===== src/logic/fault_diag_pkg.sv =====
// package: register map, field positions and constants for the fault status bank
package fault_diag_pkg;
    localparam logic [7:0] ERR_SUMMARY_ADDR = 8'h00;
    localparam logic [7:0] PHASE_A_ADDR = 8'h01;
    localparam logic [7:0] PHASE_B_ADDR = 8'h02;
    localparam logic [7:0] PHASE_C_ADDR = 8'h03;
    localparam logic [7:0] TEST_CFG_ADDR = 8'h05;
    // summary register fields
    localparam int ANY_ERROR_BIT = 7;
    localparam int GATE_DRIVE_ERROR_BIT = 6;
    localparam int PUMP_UNDERVOLTAGE_BIT = 5;
    localparam int SUPPLY_UNDERVOLTAGE_LOCK_BIT = 4;
    localparam int OVERCURRENT_TRIP_BIT = 3;
    localparam int OVERTEMP_WARNING_BIT = 2;
    localparam int OVERTEMP_SHUTDOWN_BIT = 1;
    localparam int OPEN_OR_SHORT_SUMMARY_BIT = 0;
    // per-phase register fields
    localparam int SENSE_AMP_OC_BIT = 7;
    localparam int GROUND_SHORT_BIT = 6;
    localparam int BATTERY_SHORT_BIT = 5;
    localparam int OPEN_LOAD_BIT = 4;
    localparam int LOW_GATE_SRC_BIT = 3;
    localparam int HIGH_GATE_SRC_BIT = 2;
    localparam int LOW_DRAIN_SRC_BIT = 1;
    localparam int HIGH_DRAIN_SRC_BIT = 0;
    // test configuration fields
    localparam int PASSIVE_OPEN_LOAD_TEST_EN_BIT = 0;
    localparam int SHORT_TEST_EN_BIT = 1;
    // reset values and sizes
    localparam logic [7:0] STATUS_RESET = 8'h00;
    localparam logic [7:0] CFG_RESET = 8'h00;
    localparam int NUM_PHASES = 3;
    localparam int REG_W = 8;
    // undervoltage threshold in millivolts
    localparam logic [15:0] SUPPLY_UNDERVOLTAGE_LOCK_THRESHOLD_MV = 16'd6000;
endpackage


===== src/logic/phase_fault_if.sv =====
// interface: per-phase fault detect lines and latched status between top and latch
`timescale 1ns/1ps
interface phase_fault_if;
    logic [7:0] detect;
    logic [7:0] status;
    modport top (output detect, input status);
    modport latch (input detect, output status);
endinterface


===== src/logic/phase_status_latch.sv =====
// module: sticky latch for one per-phase diagnostic status register
`timescale 1ns/1ps
module phase_status_latch
    import fault_diag_pkg::*;
(
    input wire logic sys_clk_i,
    input wire logic nrst_i,
    input wire logic clk_en_i,
    input wire logic clear_i,
    phase_fault_if.latch pf
);
    logic [7:0] status_r;
    logic [7:0] status_nxt;

    always_comb begin
        status_nxt = status_r;
        if (clear_i) begin
            status_nxt = STATUS_RESET;
        end
        // a detection in the clear cycle is kept
        status_nxt = status_nxt | pf.detect;
    end

    always_ff @(posedge sys_clk_i or negedge nrst_i) begin
        if (!nrst_i) begin
            status_r <= STATUS_RESET;
        end else if (clk_en_i) begin
            status_r <= status_nxt;
        end
    end

    assign pf.status = status_r;

    a_phase_sticky_bits: assert property (@(posedge sys_clk_i)
        disable iff (!nrst_i)
        (clk_en_i && !clear_i) |=> ((status_r & $past(status_r)) == $past(status_r)))
        else $error("phase status bit dropped without clear");
endmodule


===== src/logic/gate_driver_fault_diag_status.sv =====
// module: fault and diagnostic status register bank of a three-phase gate driver
// Contract
// - Any fault sets its own status bit and drives the active-low error output low.
// - Summary register 0x00 holds any-error, gate-drive, pump uv, supply supply_undervoltage_lock, oc, otw, overtemp_shutdown, open/short.
// - Phase registers 0x01-0x03 hold sense oc, gnd short, bat short, open load, vgs l/h, vds l/h.
// - An open load found sets the phase open-load bit, the open/short summary and the error output.
// - A short found sets the phase short bit, the open/short summary and the error output.
// - Supply below 6 V sets the undervoltage lock bit and error output; other faults are readable.
`timescale 1ns/1ps
module gate_driver_fault_diag_status
    import fault_diag_pkg::*;
(
    input wire logic sys_clk_i,
    input wire logic nrst_i,
    input wire logic clk_en_i,
    input wire logic reg_wr_i,
    input wire logic reg_rd_i,
    input wire logic [7:0] reg_addr_i,
    input wire logic [7:0] reg_wdata_i,
    input wire logic fault_clear_i,
    input wire logic gate_drive_error_i,
    input wire logic pump_undervoltage_i,
    input wire logic [15:0] supply_mv_i,
    input wire logic overcurrent_trip_i,
    input wire logic overtemp_warning_i,
    input wire logic overtemp_shutdown_i,
    input wire logic [2:0] sense_amp_overcurrent_i,
    input wire logic [2:0] low_gate_src_err_i,
    input wire logic [2:0] high_gate_src_err_i,
    input wire logic [2:0] low_drain_src_err_i,
    input wire logic [2:0] high_drain_src_err_i,
    input wire logic [2:0] open_load_seen_i,
    input wire logic [2:0] ground_short_seen_i,
    input wire logic [2:0] battery_short_seen_i,
    output logic [7:0] reg_rdata_o,
    output logic reg_rvalid_o,
    output logic passive_open_load_test_en_o,
    output logic short_test_en_o,
    output logic error_out_n_o
);
    import fault_diag_pkg::*;

    phase_fault_if pf[NUM_PHASES] ();
    logic [NUM_PHASES-1:0] phase_any;
    logic [NUM_PHASES-1:0] phase_open_short;
    logic [NUM_PHASES-1:0] phase_os_det;
    logic [NUM_PHASES-1:0] phase_any_nxt;

    logic [6:0] summary_r;
    logic [6:0] summary_nxt;
    logic [7:0] cfg_r;
    logic [7:0] cfg_nxt;
    logic [7:0] rdata_r;
    logic [7:0] rdata_nxt;
    logic rvalid_r;
    logic rvalid_nxt;
    logic err_n_r;
    logic err_n_nxt;
    logic [7:0] summary_view;

    function automatic logic is_status_addr(input logic [7:0] a);
        return (a == ERR_SUMMARY_ADDR) || (a == PHASE_A_ADDR) ||
               (a == PHASE_B_ADDR) || (a == PHASE_C_ADDR);
    endfunction

    genvar g;
    generate
        for (g = 0; g < NUM_PHASES; g++) begin : gen_phase
            logic ol_det;
            logic sh_det;
            // detection only counts while its test is enabled
            assign ol_det = open_load_seen_i[g] && cfg_r[PASSIVE_OPEN_LOAD_TEST_EN_BIT];
            assign sh_det = short_test_en_o && cfg_r[SHORT_TEST_EN_BIT];
            assign pf[g].detect = {sense_amp_overcurrent_i[g],
                                   ground_short_seen_i[g] && sh_det,
                                   battery_short_seen_i[g] && sh_det,
                                   ol_det,
                                   low_gate_src_err_i[g],
                                   high_gate_src_err_i[g],
                                   low_drain_src_err_i[g],
                                   high_drain_src_err_i[g]};
            assign phase_any[g] = |pf[g].status;
            assign phase_open_short[g] = pf[g].status[GROUND_SHORT_BIT] |
                                         pf[g].status[BATTERY_SHORT_BIT] |
                                         pf[g].status[OPEN_LOAD_BIT];
            // open/short detections, taken on the same edge as the phase latch
            assign phase_os_det[g] = pf[g].detect[GROUND_SHORT_BIT] |
                                     pf[g].detect[BATTERY_SHORT_BIT] |
                                     pf[g].detect[OPEN_LOAD_BIT];
            // next phase content, so the error pin moves together with the latch
            assign phase_any_nxt[g] = |((fault_clear_i ? STATUS_RESET : pf[g].status) |
                                        pf[g].detect);
            phase_status_latch u_latch (
                .sys_clk_i(sys_clk_i),
                .nrst_i(nrst_i),
                .clk_en_i(clk_en_i),
                .clear_i(fault_clear_i),
                .pf(pf[g])
            );
        end
    endgenerate

    // summary fault latching, set wins over clear
    always_comb begin
        summary_nxt = fault_clear_i ? STATUS_RESET[6:0] : summary_r;
        if (gate_drive_error_i) begin
            summary_nxt[GATE_DRIVE_ERROR_BIT] = 1'b1;
        end
        if (pump_undervoltage_i) begin
            summary_nxt[PUMP_UNDERVOLTAGE_BIT] = 1'b1;
        end
        if (supply_mv_i < SUPPLY_UNDERVOLTAGE_LOCK_THRESHOLD_MV) begin
            summary_nxt[SUPPLY_UNDERVOLTAGE_LOCK_BIT] = 1'b1;
        end
        if (overcurrent_trip_i) begin
            summary_nxt[OVERCURRENT_TRIP_BIT] = 1'b1;
        end
        if (overtemp_warning_i) begin
            summary_nxt[OVERTEMP_WARNING_BIT] = 1'b1;
        end
        if (overtemp_shutdown_i) begin
            summary_nxt[OVERTEMP_SHUTDOWN_BIT] = 1'b1;
        end
        if (|phase_os_det) begin
            summary_nxt[OPEN_OR_SHORT_SUMMARY_BIT] = 1'b1;
        end
    end

    assign summary_view = {err_n_r == 1'b0, summary_r};

    // configuration register holds the test enables
    always_comb begin
        cfg_nxt = cfg_r;
        if (reg_wr_i && reg_addr_i == TEST_CFG_ADDR) begin
            cfg_nxt = reg_wdata_i;
        end
    end

    // read path and error pin; writes to status addresses fall through untouched
    always_comb begin
        rvalid_nxt = reg_rd_i;
        case (reg_addr_i)
            ERR_SUMMARY_ADDR: rdata_nxt = summary_view;
            PHASE_A_ADDR: rdata_nxt = pf[0].status;
            PHASE_B_ADDR: rdata_nxt = pf[1].status;
            PHASE_C_ADDR: rdata_nxt = pf[2].status;
            TEST_CFG_ADDR: rdata_nxt = cfg_r;
            default: rdata_nxt = 8'h00;
        endcase
        if (!reg_rd_i) begin
            rdata_nxt = rdata_r;
        end
        err_n_nxt = !((|summary_nxt) || (|phase_any_nxt));
    end

    always_ff @(posedge sys_clk_i or negedge nrst_i) begin
        if (!nrst_i) begin
            summary_r <= STATUS_RESET[6:0];
            cfg_r <= CFG_RESET;
            rdata_r <= 8'h00;
            rvalid_r <= 1'b0;
            err_n_r <= 1'b1;
        end else if (clk_en_i) begin
            summary_r <= summary_nxt;
            cfg_r <= cfg_nxt;
            rdata_r <= rdata_nxt;
            rvalid_r <= rvalid_nxt;
            err_n_r <= err_n_nxt;
        end
    end

    assign reg_rdata_o = rdata_r;
    assign reg_rvalid_o = rvalid_r;
    assign passive_open_load_test_en_o = cfg_r[PASSIVE_OPEN_LOAD_TEST_EN_BIT];
    assign short_test_en_o = cfg_r[SHORT_TEST_EN_BIT];
    assign error_out_n_o = err_n_r;

    a_supply_undervoltage_lock_sets_error: assert property (@(posedge sys_clk_i)
        disable iff (!nrst_i)
        (clk_en_i && supply_mv_i < SUPPLY_UNDERVOLTAGE_LOCK_THRESHOLD_MV) |=>
        (summary_r[SUPPLY_UNDERVOLTAGE_LOCK_BIT] && !error_out_n_o))
        else $error("undervoltage did not set lock bit and error pin");
    a_fault_drives_pin: assert property (@(posedge sys_clk_i)
        disable iff (!nrst_i)
        (clk_en_i && (gate_drive_error_i || overcurrent_trip_i)) |=> !error_out_n_o)
        else $error("fault did not assert error pin");
    a_open_load_flags: assert property (@(posedge sys_clk_i)
        disable iff (!nrst_i)
        (clk_en_i && open_load_seen_i[1] && passive_open_load_test_en_o) |=>
        (pf[1].status[OPEN_LOAD_BIT] && summary_view[OPEN_OR_SHORT_SUMMARY_BIT]))
        else $error("open load not flagged");
    a_short_flags: assert property (@(posedge sys_clk_i)
        disable iff (!nrst_i)
        (clk_en_i && ground_short_seen_i[0] && short_test_en_o) |=>
        (pf[0].status[GROUND_SHORT_BIT] && summary_view[OPEN_OR_SHORT_SUMMARY_BIT]))
        else $error("short not flagged");
    a_status_write_ignored: assert property (@(posedge sys_clk_i)
        disable iff (!nrst_i)
        (clk_en_i && reg_wr_i && is_status_addr(reg_addr_i)) |=> $stable(cfg_r))
        else $error("status write changed configuration");
    a_read_returns_phase: assert property (@(posedge sys_clk_i)
        disable iff (!nrst_i)
        (clk_en_i && reg_rd_i && reg_addr_i == PHASE_C_ADDR) |=>
        (reg_rvalid_o && reg_rdata_o == $past(pf[2].status)))
        else $error("phase c read data wrong");
    a_summary_any_bit: assert property (@(posedge sys_clk_i)
        disable iff (!nrst_i)
        !error_out_n_o == ((|summary_r) || (|phase_any)))
        else $error("error pin disagrees with latched bits");
    a_test_enable_write: assert property (@(posedge sys_clk_i)
        disable iff (!nrst_i)
        (clk_en_i && reg_wr_i && reg_addr_i == TEST_CFG_ADDR) |=>
        (short_test_en_o == $past(reg_wdata_i[SHORT_TEST_EN_BIT])))
        else $error("test enable write not stored");
    a_open_short_summary: assert property (@(posedge sys_clk_i)
        disable iff (!nrst_i)
        summary_r[OPEN_OR_SHORT_SUMMARY_BIT] == (|phase_open_short))
        else $error("open/short summary disagrees with phase bits");
    a_open_load_gated: assert property (@(posedge sys_clk_i)
        disable iff (!nrst_i)
        (!passive_open_load_test_en_o && !pf[1].status[OPEN_LOAD_BIT]) |=>
        !pf[1].status[OPEN_LOAD_BIT])
        else $error("open load latched with its test off");
    a_short_gated: assert property (@(posedge sys_clk_i)
        disable iff (!nrst_i)
        (!short_test_en_o && !pf[0].status[GROUND_SHORT_BIT]) |=>
        !pf[0].status[GROUND_SHORT_BIT])
        else $error("short latched with its test off");
    a_unmapped_reads_zero: assert property (@(posedge sys_clk_i)
        disable iff (!nrst_i)
        (clk_en_i && reg_rd_i && !is_status_addr(reg_addr_i) && reg_addr_i != TEST_CFG_ADDR)
        |=> (reg_rdata_o == 8'h00))
        else $error("unmapped read returned nonzero data");
    a_enable_freezes: assert property (@(posedge sys_clk_i)
        disable iff (!nrst_i)
        !clk_en_i |=> ($stable(summary_r) && $stable(cfg_r) && $stable(error_out_n_o) &&
                       $stable(reg_rvalid_o)))
        else $error("state moved while clock enable low");
endmodule


===== config.mk =====
export PLATFORM = sky130hd
export DESIGN_NAME = gate_driver_fault_diag_status
export DESIGN_NICKNAME = d
export VERILOG_FILES = /design/src/logic/fault_diag_pkg.sv /design/src/logic/phase_fault_if.sv /design/src/logic/phase_status_latch.sv /design/src/logic/gate_driver_fault_diag_status.sv
export SDC_FILE = /design/constraint.sdc
export NUM_CORES = 1
export LEC_CHECK = 0
export BUFFER_PORTS_ARGS = -buffer_cell sky130_fd_sc_hd__buf_2
export CORE_MARGIN = 10
export CORE_UTILIZATION = 54
export CTS_CLUSTER_DIAMETER = 30
export DETAILED_ROUTE_END_ITERATION = 12
export PLACE_DENSITY = 0.93
export SYNTH_ARGS = -nofsm -noshare
export SYNTH_HDL_FRONTEND = slang
export SYNTH_SLANG_ARGS = --single-unit
export TNS_END_PERCENT = 1

===== constraint.sdc =====
create_clock -name sys_clk_i -period 2 [get_ports sys_clk_i]
set_input_delay 0.1 -clock sys_clk_i [delete_from_list [all_inputs] [get_ports sys_clk_i]]
set_output_delay 0.1 -clock sys_clk_i [all_outputs]
set_load 0.005 [all_outputs]

# == Word-level counts from Yosys, hierarchy flattened ==
# Cells that the tools add are included.
# Widths: inputs -> output; s select.
# classes
n_lt_le_gt_ge,1
eq_ne,4
n_mux,12
bitwise,10
reduce_logical,18
# op_table
cell,count
$pmux 8 s5,1
$mux 8,3
$or 8x8->8,3
$reduce_or 24->1,1
$eq 8x2->1 const B,2
$lt 16x13->1 const B,1
$logic_and 1x1->1,10
$eq 8x1->1 const B,1
$eq 8x3->1 const B,1
$logic_not 8->1,1
$mux 1,7
$mux 7,1
$reduce_or 7->1,1
$or 1x1->1,6
$reduce_and 2->1,2
$reduce_or 3->1,1
$logic_not 1->1,1
$logic_or 1x1->1,1
$not 1->1,1
# totals
ff_bits,49
input_bits,67
output_inout_bits,12
word_cells,53

# == Logic depth before layout (Yosys ltp) ==
# Gate-level depths: netlist of the first run.
# depth
ltp_word,8
mapped_depth,7

# == Cells and area by module ==
# Synthesis of the first run repeated with hierarchy kept, for this count alone.
# unflattened
cells_unflattened,200
hier_area_um2,2401.1
# by_module_without_submodules
mod,instances,cells_each,area_per_inst_um2
gate_driver_fault_diag_status,1,146,1522.7
phase_status_latch,3,18,292.8

# == Worst setup path after synthesis of the first run ==
# No wires, ideal clock.
# synth_timing
path_type,input -> register
from,in reg_addr_i[6]
to,reg cfg_r[0]
arrival_ns,1.465
setup_slack_ns,0.410
path_stages,5
path_cell_list,or4_4 -> nor2_4 -> and4_1 -> buf_4 -> mux2_2
# synth_via
elab_chain_cells,3
# synth_rtl
item,line,source
start: declaration,gate_driver_fault_diag_status.sv:18,"input wire logic [7:0] reg_addr_i,"
$eq 8x3->1,gate_driver_fault_diag_status.sv:134,if (reg_wr_i && reg_addr_i == TEST_CFG_ADDR) begin
$logic_and 1x1->1,gate_driver_fault_diag_status.sv:134,
$reduce_and 2->1 (no line),n/a,
end signal: assignment,gate_driver_fault_diag_status.sv:165,cfg_r <= cfg_nxt;
end: declaration,gate_driver_fault_diag_status.sv:51,logic [7:0] cfg_r;
# Every way passes these cells.
# A chain may end at the register's enable or synchronous reset.

# == Final worst setup path of the first run ==
# layout_timing
from,reg gen_phase[0].u_latch.status_r[0]
to,"reg rdata_r[0], in the netlist reg_rdata_o[0]"
# layout_via
elab_chain_cells,1
# layout_rtl
item,line,source
start: declaration,phase_status_latch.sv:12,logic [7:0] status_r;
start signal: assignment,phase_status_latch.sv:28,status_r <= status_nxt;
$pmux 8 s5,gate_driver_fault_diag_status.sv:142,case (reg_addr_i)
end signal: assignment,gate_driver_fault_diag_status.sv:166,rdata_r <= rdata_nxt;
end: declaration,gate_driver_fault_diag_status.sv:53,logic [7:0] rdata_r;
# Every way passes these cells.

==> results of run 1 <==
==> through the flow <==
stage,instance area (um^2),util [%],hold WS (ns)
2_1_floorplan,2330,-,-0.196
3_3_place_gp,2750,67.3,0.126
3_5_place_dp,2750,67.3,0.136
4_1_cts,2860,70.0,0.0197
5_1_grt,2860,70.0,0.0110
6_report,2860,70.0,0.0237
==> layout make-up <==
type	instances	share of cell area, %
Multi-Input combinational cell	142	35.8
Sequential cell	49	42.9
Timing Repair Buffer	80	15.0
Inverter	4	0.525
Clock inverter	1	0.175
Clock buffer	7	3.37
Tap cell	50	2.19
==> cells by family after synthesis <==
group / Yosys count / share of synthesized area, %
DFF: 49 / 52.6
buffers and inverters: 19 / 3.49
AOI/OAI and AO/OA: 67 / 22.7
muxes: 16 / 8.21
and+or+nand+nor: 59 / 12.9
==> per-layer routing <==
layer	routed length [um]	global-route usage (%)	up-vias
met4	286	8.98	0
met2	3130	29.0	169
met1	2720	21.7	1011
li1	-	-	948
met3	678	6.24	35
met5	0	0	-
==> sequential cells by signal, summed over array words and instances (netlist names) <==
signal and cells:
reg_rdata_o 8, summary_r 7, gen_phase.u_latch.pf.status 24, cfg_r 8, error_out_n_o 1, reg_rvalid_o 1
==> worst min-delay path by stage <==
stage / endpoint / slack (ns) / cells past startpoint
3_5_place_dp: reg_rdata_o[2]$_DFFE_PN0P_ / 0.14 / 1
3_3_place_gp: reg_rdata_o[2]$_DFFE_PN0P_ / 0.13 / 1
6_report: cfg_r[1]$_DFFE_PN0P_ / 0.02 / 2
2_1_floorplan: cfg_r[0]$_DFFE_PN0P_ / -0.20 / 0
4_1_cts: cfg_r[1]$_DFFE_PN0P_ / 0.02 / 2
5_1_grt: gen_phase[0].u_latch.pf.status[5]$_DFFE_PN0P_ / 0.01 / 2
==> power by group through the flow <==
| stage | clock network (W) | registers, W | logic [W] |
|---|---|---|---|
| finish | 0.000632 | 0.00114 | 0.000322 |
| CTS | 0.000639 | 0.00114 | 0.000322 |
| detailed placement | 0 | 0.00116 | 0.000318 |
| floorplan | 0 | 0.00114 | 0.000166 |
| global placement | 0 | 0.00115 | 0.000304 |
| global route | 0.000683 | 0.00115 | 0.000356 |
==> repair_timing <==
| action | 4_1_cts | 5_1_grt |
|---|---|---|
| setup endpoints to repair | 0 | 0 |
| hold buffers | 1 | 0 |
| hold endpoints to repair | 23 | 0 |
==> cells in the final DEF, fill, tap and decap left out, types with 3 or more instances in the layout <==
master    count
buf_2        74
dfrtp_1      48
a22o_1       25
nor2_1       21
mux2_2       15
nand2_1      13
o21ai_0      11
nor4_1        9
a22oi_1       8
a221oi_1      7
clkbuf_8      7
inv_1         4
a21oi_1       4
buf_4         4
a32o_1        3
==> worst max-delay path, stage by stage (launching register included) <==
cell,delay (ns)
dfrtp_1,0.42
mux2_2,0.28
a22oi_1,0.16
o21ai_0,0.14
a221oi_1,0.34
nor2_1,0.09
==> metrics.md, run 1 <==
| Metric | Value |
|---|---|
| Hold path start | reg_wdata_i[1] |
| Root Buffer | clkbuf_8 |
| DIE WIDTH | 85.7 um |
| Most frequent cell after synthesis | dfrtp_1 |
| Final WS setup | 0.458 ns |
| R2r startpoint | gen_phase[0].u_latch.pf.status[0]$_DFFE_PN0P_ |
| Crit path launch | gen_phase[0].u_latch.pf.status[0]$_DFFE_PN0P_ |
| Ports | 79 |
| Pre-antenna DRT Iters | 5 |
| Post-CTS setup buffer count | 0 |
| Setup crit end kind | flop |
| Register area share after synthesis | 52.6% |
| Reg2reg path depth | 5 |
| Pre-CTS setup slack | 0.223 ns |
| Pwr dens | 733 nW/um^2 |
| Slew @ Worst Pin | 0.600 ns |
| Routed WL | a little under 7000 um |
| Initial Util | 57.1% |
| Tot GR Track Use | 18.3% |
| Total nets after synthesis | 277 |
| Layout Nets | ~350 |
| FF+latch area | 1230 um^2 |
| Final clock skew | between 0.005 and 0.006 ns |
| Cell leakage power | 1.37 nW |
| Syn avg cell area | 11.1 um^2 |
| Setup violations, final | 0 |
| Placed insts | around 320 |
| Vias per inst | ~6.5 |
| Flop-to-flop setup slack | 0.46 ns |
| Power share of the clock group | 30.1% |
| Switching part of the total | 26.4% |
| H-tree levels | 2 |
| Leading register cell type out of synthesis | dfrtp_1 |
| Post-CTS Resized | 0 |
| Final worst path period share | around 77% |
| RR Endpoint | reg_rdata_o[0]$_DFFE_PN0P_ |
| Routability congestion estimate | between 0.9 and 1 |
| Layout cells sized above 1 | 38.9% |
| Post-synth EDFFs | 0 |
| Fin Setup TNS | 0 ns |
| Pin count of the biggest net entering global routing | 30 |
| Via count | 2163 |
| CTS sink count | 49 |
| Combinational share of power | about 15% |
| Fillers | 299 |
| Vias in the first global route | 2265 |
| Clock Path Buffers | 2 |
| Ant diodes | 0 |
| Tot Pwr | 0.00210 W |
| Multi-input gate area | a little over 1000 um^2 |
| Clock-pin slew on the worst setup and hold paths | 0.09 ns |
| Global route overflow | 0 |
| Int Power | ~0.0015 W |
| Synth async-reset ratio | 100% |
| Rows | 23 |
| Synth top area share | about half |
| Hold Path Class | in2reg |
| Final slew viol count | 0 |
| DR WL/cell | 20.5 um |
| WS Path Type | reg2reg |
| Die height | 85.7 um |
| Synth area leaders | dfrtp_1, a22o_1, mux2_2 |
| VDD IR max | between 0.5 and 0.6 mV |
| Fmax | roughly 650 MHz |
| Initial antenna violation count | 0 |
| Startpoint Class | flop |
| Detailed-placement wirelength estimate | 5260 um |
| Crit Path Max Fanout | 3 |
| CP Data Required Time | around 2.2 ns |
| Post-Layout Cell Count | 333 |
| Max-Cap Viols | 0 |
| Core Region | between 4000 and 5000 um^2 |
| Switching power total | 0.000553 W |
| Cell taking the most area after synthesis | dfrtp_1 |
| Antenna viol nets, final | 0 |
| Full die area | 7350 um^2 |
| Critical Path Sink | reg_rdata_o[0]$_DFFE_PN0P_ |
| First-pass GRT wire length | approximately 11000 um |
| Final Hold Violating Endpoints | 0 |
| Mapped Area | 2330 um^2 |
| Max_slew headroom | between 50% and 60% |
| Area grow syn2layout | 22.6% |
| #FFs+latches synth | 49 |
| Crit path time final | 1.54 ns |
| TritonCTS buffer count | 5 |
| Outcome | complete, no violations |
| Seq pwr share | a little over half |
| Synth Warn # | 0 |
| Distinct cells, synth | 37 |
| Initial DRC Count | 364 |
| Post-Synthesis Cells | 210 |
| RSZ-0062 raised after global routing | false |
| CTS tree | yes |
| Worst skew pair latency | approximately 0.30 ns |
| Port-buffer cells | 74 |
| Synth top cells by count | dfrtp_1, a22o_1, nor2_1 |
| Worst Path Arrival | 1.73 ns |
| Drt drc | 0 |
Power figures use the tool's default switching activity.
==> run 2: changes to the inputs <==
--- a/config.mk
+++ b/config.mk
@@ -7,10 +7,10 @@
 export LEC_CHECK = 0
 export BUFFER_PORTS_ARGS = -buffer_cell sky130_fd_sc_hd__buf_2
 export CORE_MARGIN = 10
-export CORE_UTILIZATION = 54
+export CORE_UTILIZATION = 45
 export CTS_CLUSTER_DIAMETER = 30
 export DETAILED_ROUTE_END_ITERATION = 12
-export PLACE_DENSITY = 0.93
+export PLACE_DENSITY = 0.84
 export SYNTH_ARGS = -nofsm -noshare
 export SYNTH_HDL_FRONTEND = slang
 export SYNTH_SLANG_ARGS = --single-unit
==> constraint.sdc (replaced) <==
create_clock -name sys_clk_i -period 1.3 [get_ports sys_clk_i]
set_input_delay 0.065 -clock sys_clk_i [delete_from_list [all_inputs] [get_ports sys_clk_i]]
set_output_delay 0.065 -clock sys_clk_i [all_outputs]
set_load 0.005 [all_outputs]
==> run 2 against run 1 <==
  * The flow now finishes with violations (negative setup slack)
  * Combinational power is 130% higher
  * Largest cell class unchanged
  * Power is 74% higher
  * Register-to-register slack worse by 0.60 ns
  * Wire length is 19% higher
  * Clock power is 84% higher
  * Hold slack worse by 0.021 ns
  * Sequential power is 54% higher
  * Non-clock buffer count is 54 higher
  * Maximum frequency is 6.9% higher
  * Sequential share of layout area is 7.8 points lower
  * Die area is 15% higher
==> metrics.md, run 2 (synthesis results as in run 1) <==
| Metric | Value |
|---|---|
| Final hold slack | 0.00239 ns (-0.0213 ns) |
| Hold Crit Depth | 2 (unchanged) |
| RSZ-0062 raised after global routing | true |
| Crit path time final | 1.44 ns (-0.0994 ns) |
| Startpoint Class | flop |
| Pin count of the biggest net entering global routing | 50 (+67%) |
| Final worst path period share | 111% (+34 points) |
| Reg2reg path depth | 6 (+1) |
| Initial DRC Count | 237 (-35%) |
| Post-Place Cell Area | 3040 um^2 (+10%) |
| Root Buffer | clkbuf_8 |
| Commonest non-fill, non-tap cell in the layout | buf_2 |
| Via count | 2397 (+11%) |
| Vias per inst | 5.89 (-9.3%) |
| Fmax | 693 MHz (+6.9%) |
| DR WL/cell | 20.0 um (-2.3%) |
| Pwr dens | 1040 nW/um^2 (+42%) |
| Full die area | 8460 um^2 (+15%) |
| Core Region | 5070 um^2 (+24%) |
| Detailed-placement wirelength estimate | 5520 um (+5.1%) |
| Slowest cell delay on critical path | 0.40 ns (-0.02 ns) |
| Routability congestion estimate | 0.868 (-6.5%) |
| Max-Cap Viols | 0 (unchanged) |
| First-pass GRT wire length | 12100 um (+10%) |
| DIE WIDTH | 92.0 um (+7.3%) |
| CTS tree | yes |
| Worst Path Arrival | 1.69 ns (-0.04 ns) |
| Global route overflow | 0 (unchanged) |
| Layout Nets | 403 (+15%) |
| Hold Path End | gen_phase[1].u_latch.pf.status[3]$_DFFE_PN0P_ |
| Pre-antenna DRT Iters | 6 (+1) |
| Final clock skew | 0.00422 ns (-0.000895 ns) |
| Outcome | finished, violations left |
| Max_slew headroom | 72.6% (+13 points) |
| Setup violations, final | 9 (+9) |
| Clock Path Buffers | 2 (unchanged) |
| Hold path start | low_gate_src_err_i[1] |
| Port-buffer cells | 74 (unchanged) |
| Flop-to-flop setup slack | -0.14 ns (-0.60 ns) |
| H-tree levels | 2 (unchanged) |
| Post-route cell area | 3490 um^2 (+22%) |
| Slowest CP cell | dfrtp_1 |
| Area grow syn2layout | 49.8% |
| Antenna viol nets, final | 0 (unchanged) |
| VDD IR max | 0.499 mV (-0.39%) |
| Failing checks | negative setup slack |
| Worst skew pair latency | 0.31 ns (about the same) |
| Final WS setup | -0.142 ns (-0.601 ns) |
| Slew @ Worst Pin | 0.401 ns (-0.200 ns) |
| Fillers | 340 (+14%) |
| Layout cells sized above 1 | 50.1% (+11 points) |
| TritonCTS buffer count | 5 (unchanged) |
| Tot GR Track Use | 17.6% (-0.77 points) |
| Final slew viol count | 0 (unchanged) |
| Setup crit end kind | flop |
| CP Data Required Time | 1.55 ns (-0.64 ns) |
| Ports | 79 (unchanged) |
| Fin Setup TNS | -0.832 ns (-0.832 ns) |
| Cell leakage power | 1.66 nW (+22%) |
| Rows | 26 (+13%) |
| Crit Path Max Fanout | 2 (-1) |
| Clock-pin slew on the worst setup and hold paths | 0.09 ns (about the same) |
| RR Endpoint | error_out_n_o$_DFFE_PN1P_ |
| Vias in the first global route | 2409 (+6.4%) |
| Initial Util | 46.0% (-11 points) |
| WS Path Type | reg2reg |
| CTS sink count | 49 (unchanged) |
| Final Hold Violating Endpoints | 0 (unchanged) |
| Most frequent cells in the layout | buf_2, dfrtp_1, buf_4 |
| Initial antenna violation count | 0 (unchanged) |
| Die height | 92.0 um (+7.3%) |
| R2r startpoint | gen_phase[2].u_latch.pf.status[1]$_DFFE_PN0P_ |
| Ant diodes | 0 (unchanged) |
| Drt drc | 0 (unchanged) |
| Max FFs per register | 24 (unchanged) |
| Hold Path Class | in2reg |
| Worst-path cell chain | buf_4 -> nor3_1 -> a21oi_2 -> nor2_2 -> nand3_1 -> o22ai_2 |
| Routed WL | 8140 um (+19%) |
[run 2: changes by cell type in the layout (fill, tap and decap cells not counted), sizes merged]
cell         previous run  this run
buf                    79       115
dlygate4sd3             1        19
bufinv                  0         1
clkbuf                  7         6
clkinv                  1         0
clkinvlp                0         1
[run 2: worst max path at each step]
stage / start / slack [ns] / endpoint
after global placement: reg_addr_i[6] / -0.30 / cfg_r[0]$_DFFE_PN0P_
after floorplan: reg_addr_i[6] / -0.25 / cfg_r[0]$_DFFE_PN0P_
after detailed placement: reg_addr_i[6] / -0.34 / cfg_r[7]$_DFFE_PN0P_
after global routing: gen_phase[0].u_latch.pf.status[4]$_DFFE_PN0P_ / -0.27 / reg_rdata_o[4]$_DFFE_PN0P_
after CTS: gen_phase[2].u_latch.pf.status[3]$_DFFE_PN0P_ / -0.13 / reg_rdata_o[3]$_DFFE_PN0P_
final: gen_phase[2].u_latch.pf.status[1]$_DFFE_PN0P_ / -0.14 / error_out_n_o$_DFFE_PN1P_
[run 2: power breakdown]
group	internal [W]	switching, W	leakage, nW
combinational	0.000389	0.000336	0.999
clock	0.000626	0.000532	0.0574
sequential	0.00165	0.000119	0.607
total	0.00266	0.000988	1.66
[run 2: per-stage QoR]
| step | total power, W | cells | setup WS, ns | util (%) |
|---|---|---|---|---|
| 2_1_floorplan | 0.00200 | 210 | -0.255 | - |
| 3_3_place_gp | 0.00234 | 379 | -0.297 | 59.8 |
| 3_5_place_dp | 0.00236 | 379 | -0.339 | 59.8 |
| 4_1_cts | 0.00356 | 405 | -0.131 | 66.5 |
| 5_1_grt | 0.00376 | 407 | -0.270 | 68.8 |
| 6_report | 0.00365 | 407 | -0.142 | 68.8 |
[run 2: final cells by class]
type / instances / area, um^2 / share of cell area (%)
multi-input combinational: 142 / 1160 / 33.2
inverter: 4 / 15.0 / 0.430
sequential: 49 / 1230 / 35.1
timing repair buffer: 134 / 885 / 25.3
clock inverter: 2 / 37.5 / 1.07
tap: 70 / 87.6 / 2.51
clock buffer: 6 / 82.6 / 2.36
[run 2: critical path, delay by kind of cell, from the launching register on]
family / cells / cell delay, ns
flops: 1 / 0.40
buf+inv: 1 / 0.14
simple gates: 3 / 0.58
compound gates: 2 / 0.25
[run 2: routing by layer]
layer / routed length, um / track usage (%)
met5: 0 / 0
met2: 3920 / 29.1
met1: 3180 / 20.8
met3: 792 / 5.79
met4: 249 / 6.43
[run 2: repair_timing]
| item | in CTS | in global routing |
|---|---|---|
| setup buffers | 1 | 0 |
| resized for setup | 12 | 22 |
| hold buffers | 17 | 2 |
| endpoints found under the hold margin | 65 | 2 |
| pin swaps | 7 | 9 |
| endpoints found under the setup margin | 11 | 10 |
==> run 3: changes to the inputs <==
--- a/config.mk
+++ b/config.mk
@@ -10,7 +10,9 @@
 export CORE_UTILIZATION = 45
 export CTS_CLUSTER_DIAMETER = 30
 export DETAILED_ROUTE_END_ITERATION = 12
+export MAX_ROUTING_LAYER = met4
 export PLACE_DENSITY = 0.84
+export SKIP_LAST_GASP = 1
 export SYNTH_ARGS = -nofsm -noshare
 export SYNTH_HDL_FRONTEND = slang
 export SYNTH_SLANG_ARGS = --single-unit
==> constraint.sdc (replaced) <==
create_clock -name sys_clk_i -period 1.3 [get_ports sys_clk_i]
set_input_delay 0.065 -clock sys_clk_i [delete_from_list [all_inputs] [get_ports sys_clk_i]]
set_output_delay 0.065 -clock sys_clk_i [all_outputs]
set_load 0.05 [all_outputs]
==> run 3 against run 2 <==
  * The run still ends with negative setup slack left
  * Power up 3.1%
  * Sequential share of layout area up 0.088 points
  * Non-clock buffer count up 1
  * Final area down 0.25%
  * Global-route usage up 0.46 points
  * Critical path type unchanged
  * Critical endpoint is now reg_rdata_o[3]$_DFFE_PN0P_
==> metrics.md, run 3 (synthesis results as in run 1) <==
| Metric | Value |
|---|---|
| CP Data Required Time | 1.49 ns (-0.06 ns) |
| Pre-antenna DRT Iters | 5 (-1) |
| CTS tree | yes |
| Initial antenna violation count | 0 (unchanged) |
| FF+latch area | 1230 um^2 (unchanged) |
| WS Path Type | reg2reg |
| CTS sink count | 49 (unchanged) |
| Cell leakage power | 1.67 nW (+0.20%) |
| Clock-pin slew on the worst setup and hold paths | 0.09 ns (about the same) |
| Pwr dens | 1080 nW/um^2 (+3.4%) |
| Detailed-placement wirelength estimate | 5520 um (unchanged) |
| Commonest non-fill, non-tap cell in the layout | buf_2 |
| Crit path launch | gen_phase[2].u_latch.pf.status[3]$_DFFE_PN0P_ |
| Hold Path End | gen_phase[1].u_latch.pf.status[3]$_DFFE_PN0P_ |
| Final Hold Violating Endpoints | 0 (unchanged) |
| Max-Cap Viols | 0 (unchanged) |
| VDD IR max | 0.505 mV (+1.2%) |
| Setup violations, final | 12 (+3) |
| Outcome | finished, violations left |
| H-tree levels | 2 (unchanged) |
| R2r startpoint | gen_phase[2].u_latch.pf.status[3]$_DFFE_PN0P_ |
| Initial DRC Count | 260 (+9.7%) |
| Pre-CTS setup slack | -0.339 ns (unchanged) |
| RSZ-0062 raised after global routing | true |
| Layout Nets | 404 (+0.25%) |
| Pin count of the biggest net entering global routing | 50 (unchanged) |
| Setup crit end kind | flop |
| Routed WL | 8360 um (+2.7%) |
| Ports | 79 (unchanged) |
| DIE WIDTH | 92.0 um (unchanged) |
| Area grow syn2layout | 49.4% |
| First-pass GRT wire length | 12100 um (-0.29%) |
| Via count | 2408 (+0.46%) |
| RR Endpoint | reg_rdata_o[3]$_DFFE_PN0P_ |
| Drt drc | 0 (unchanged) |
| Slew @ Worst Pin | 0.402 ns (+0.00138 ns) |
| DR WL/cell | 20.5 um (+2.4%) |
| Core Region | 5070 um^2 (unchanged) |
| Antenna viol nets, final | 0 (unchanged) |
| Multi-input gate area | 1150 um^2 (-1.1%) |
| Fillers | 341 (+0.29%) |
| Hold path start | low_gate_src_err_i[1] |
| Layout cells sized above 1 | 49.4% (-0.74 points) |
| Rows | 26 (unchanged) |
| Final Core Density | 68.7% (-0.17 points) |
| Max_slew headroom | 72.5% (-0.094 points) |
| Startpoint Class | flop |
| Vias in the first global route | 2406 (-0.12%) |
| Full die area | 8460 um^2 (unchanged) |
| Root Buffer | clkbuf_8 |
| Crit Path Max Fanout | 2 (unchanged) |
| Crit path time final | 1.51 ns (+0.0653 ns) |
| Ant diodes | 0 (unchanged) |
| Clock Path Buffers | 2 (unchanged) |
| Final slew viol count | 0 (unchanged) |
| Fmax | 663 MHz (-4.3%) |
| Hold Path Class | in2reg |
| Max FFs per register | 24 (unchanged) |
| Vias per inst | 5.90 (+0.21%) |
| Worst skew pair latency | 0.31 ns (about the same) |
| Routability congestion estimate | 0.882 (+1.6%) |
| Most frequent cells in the layout | buf_2, dfrtp_1, buf_4 |
| Final clock skew | 0.00769 ns (+0.00347 ns) |
| Reg2reg path depth | 5 (-1) |
| Die height | 92.0 um (unchanged) |
| Worst Path Arrival | 1.70 ns (about the same) |
| Initial Util | 46.0% (unchanged) |
| Global route overflow | 0 (unchanged) |
| Final WS setup | -0.208 ns (-0.0653 ns) |
| Hold Crit Depth | 2 (unchanged) |
| Tot GR Track Use | 18.0% (+0.46 points) |
| Port-buffer cells | 74 (unchanged) |
| Failing checks | negative setup slack |
| Final worst path period share | 116% (+5.0 points) |
| TritonCTS buffer count | 5 (unchanged) |
| Flop-to-flop setup slack | -0.21 ns (-0.07 ns) |
run 3: cell count changes in the layout (fill, tap and decap cells not counted), sizes merged:
cell / change
buf: +1
run 3: layout make-up:
| type | count | area share, % |
|---|---|---|
| Clock inverter | 2 | 1.08 |
| Multi-Input combinational cell | 142 | 32.9 |
| Inverter | 4 | 0.431 |
| Clock buffer | 6 | 2.37 |
| Tap cell | 70 | 2.51 |
| Timing Repair Buffer | 135 | 25.5 |
| Sequential cell | 49 | 35.2 |
run 3: critical path, cell delays in order, from the launching register on:
cell	delay (ns)
dfrtp_1	0.41
mux2_2	0.28
a22oi_2	0.18
o21ai_1	0.14
a221oi_2	0.29
nor2_1	0.08
run 3: worst max-delay path by stage:
stage / to / slack [ns] / cells past startpoint
2_1_floorplan: cfg_r[0]$_DFFE_PN0P_ / -0.25 / 5
3_3_place_gp: cfg_r[0]$_DFFE_PN0P_ / -0.30 / 6
3_5_place_dp: cfg_r[7]$_DFFE_PN0P_ / -0.34 / 6
4_1_cts: reg_rdata_o[3]$_DFFE_PN0P_ / -0.13 / 5
5_1_grt: reg_rdata_o[3]$_DFFE_PN0P_ / -0.22 / 5
6_report: reg_rdata_o[3]$_DFFE_PN0P_ / -0.21 / 5
run 3: what timing repair did:
item / CTS / global route
buffers inserted: 1 / 1
pin swaps: 5 / 12
endpoints found under the hold margin: 65 / 2
hold buffers: 17 / 2
endpoints found under the setup margin: 11 / 17
resized for setup: 9 / 20
run 3: power breakdown:
part,leakage [nW],internal [W],total [W],switching (W)
Combinational,1.00,0.000385,0.000829,0.000444
Clock,0.0574,0.000626,0.00117,0.000541
Sequential,0.607,0.00165,0.00176,0.000120
Total,1.67,0.00266,0.00376,0.00110
run 3: per-layer routing:
layer | GRT usage (%) | part of all wire, %
met5 | - | 0
met2 | 28.9 | 48
met1 | 21.6 | 41
met3 | 4.40 | 7.6
met4 | 6.43 | 3.7
run 3: through the flow:
step	TNS (ns)	cells	power (W)	hold WS, ns	instance area, um^2
after global placement	-4.39	379	0.00245	0.0670	3040
after floorplan	-2.70	210	0.00211	-0.231	2330
after global routing	-1.59	408	0.00387	0.00453	3480
after detailed placement	-4.98	379	0.00247	0.0704	3040
after CTS	-1.00	405	0.00366	0.000190	3360
final	-1.05	408	0.00376	0.00440	3480
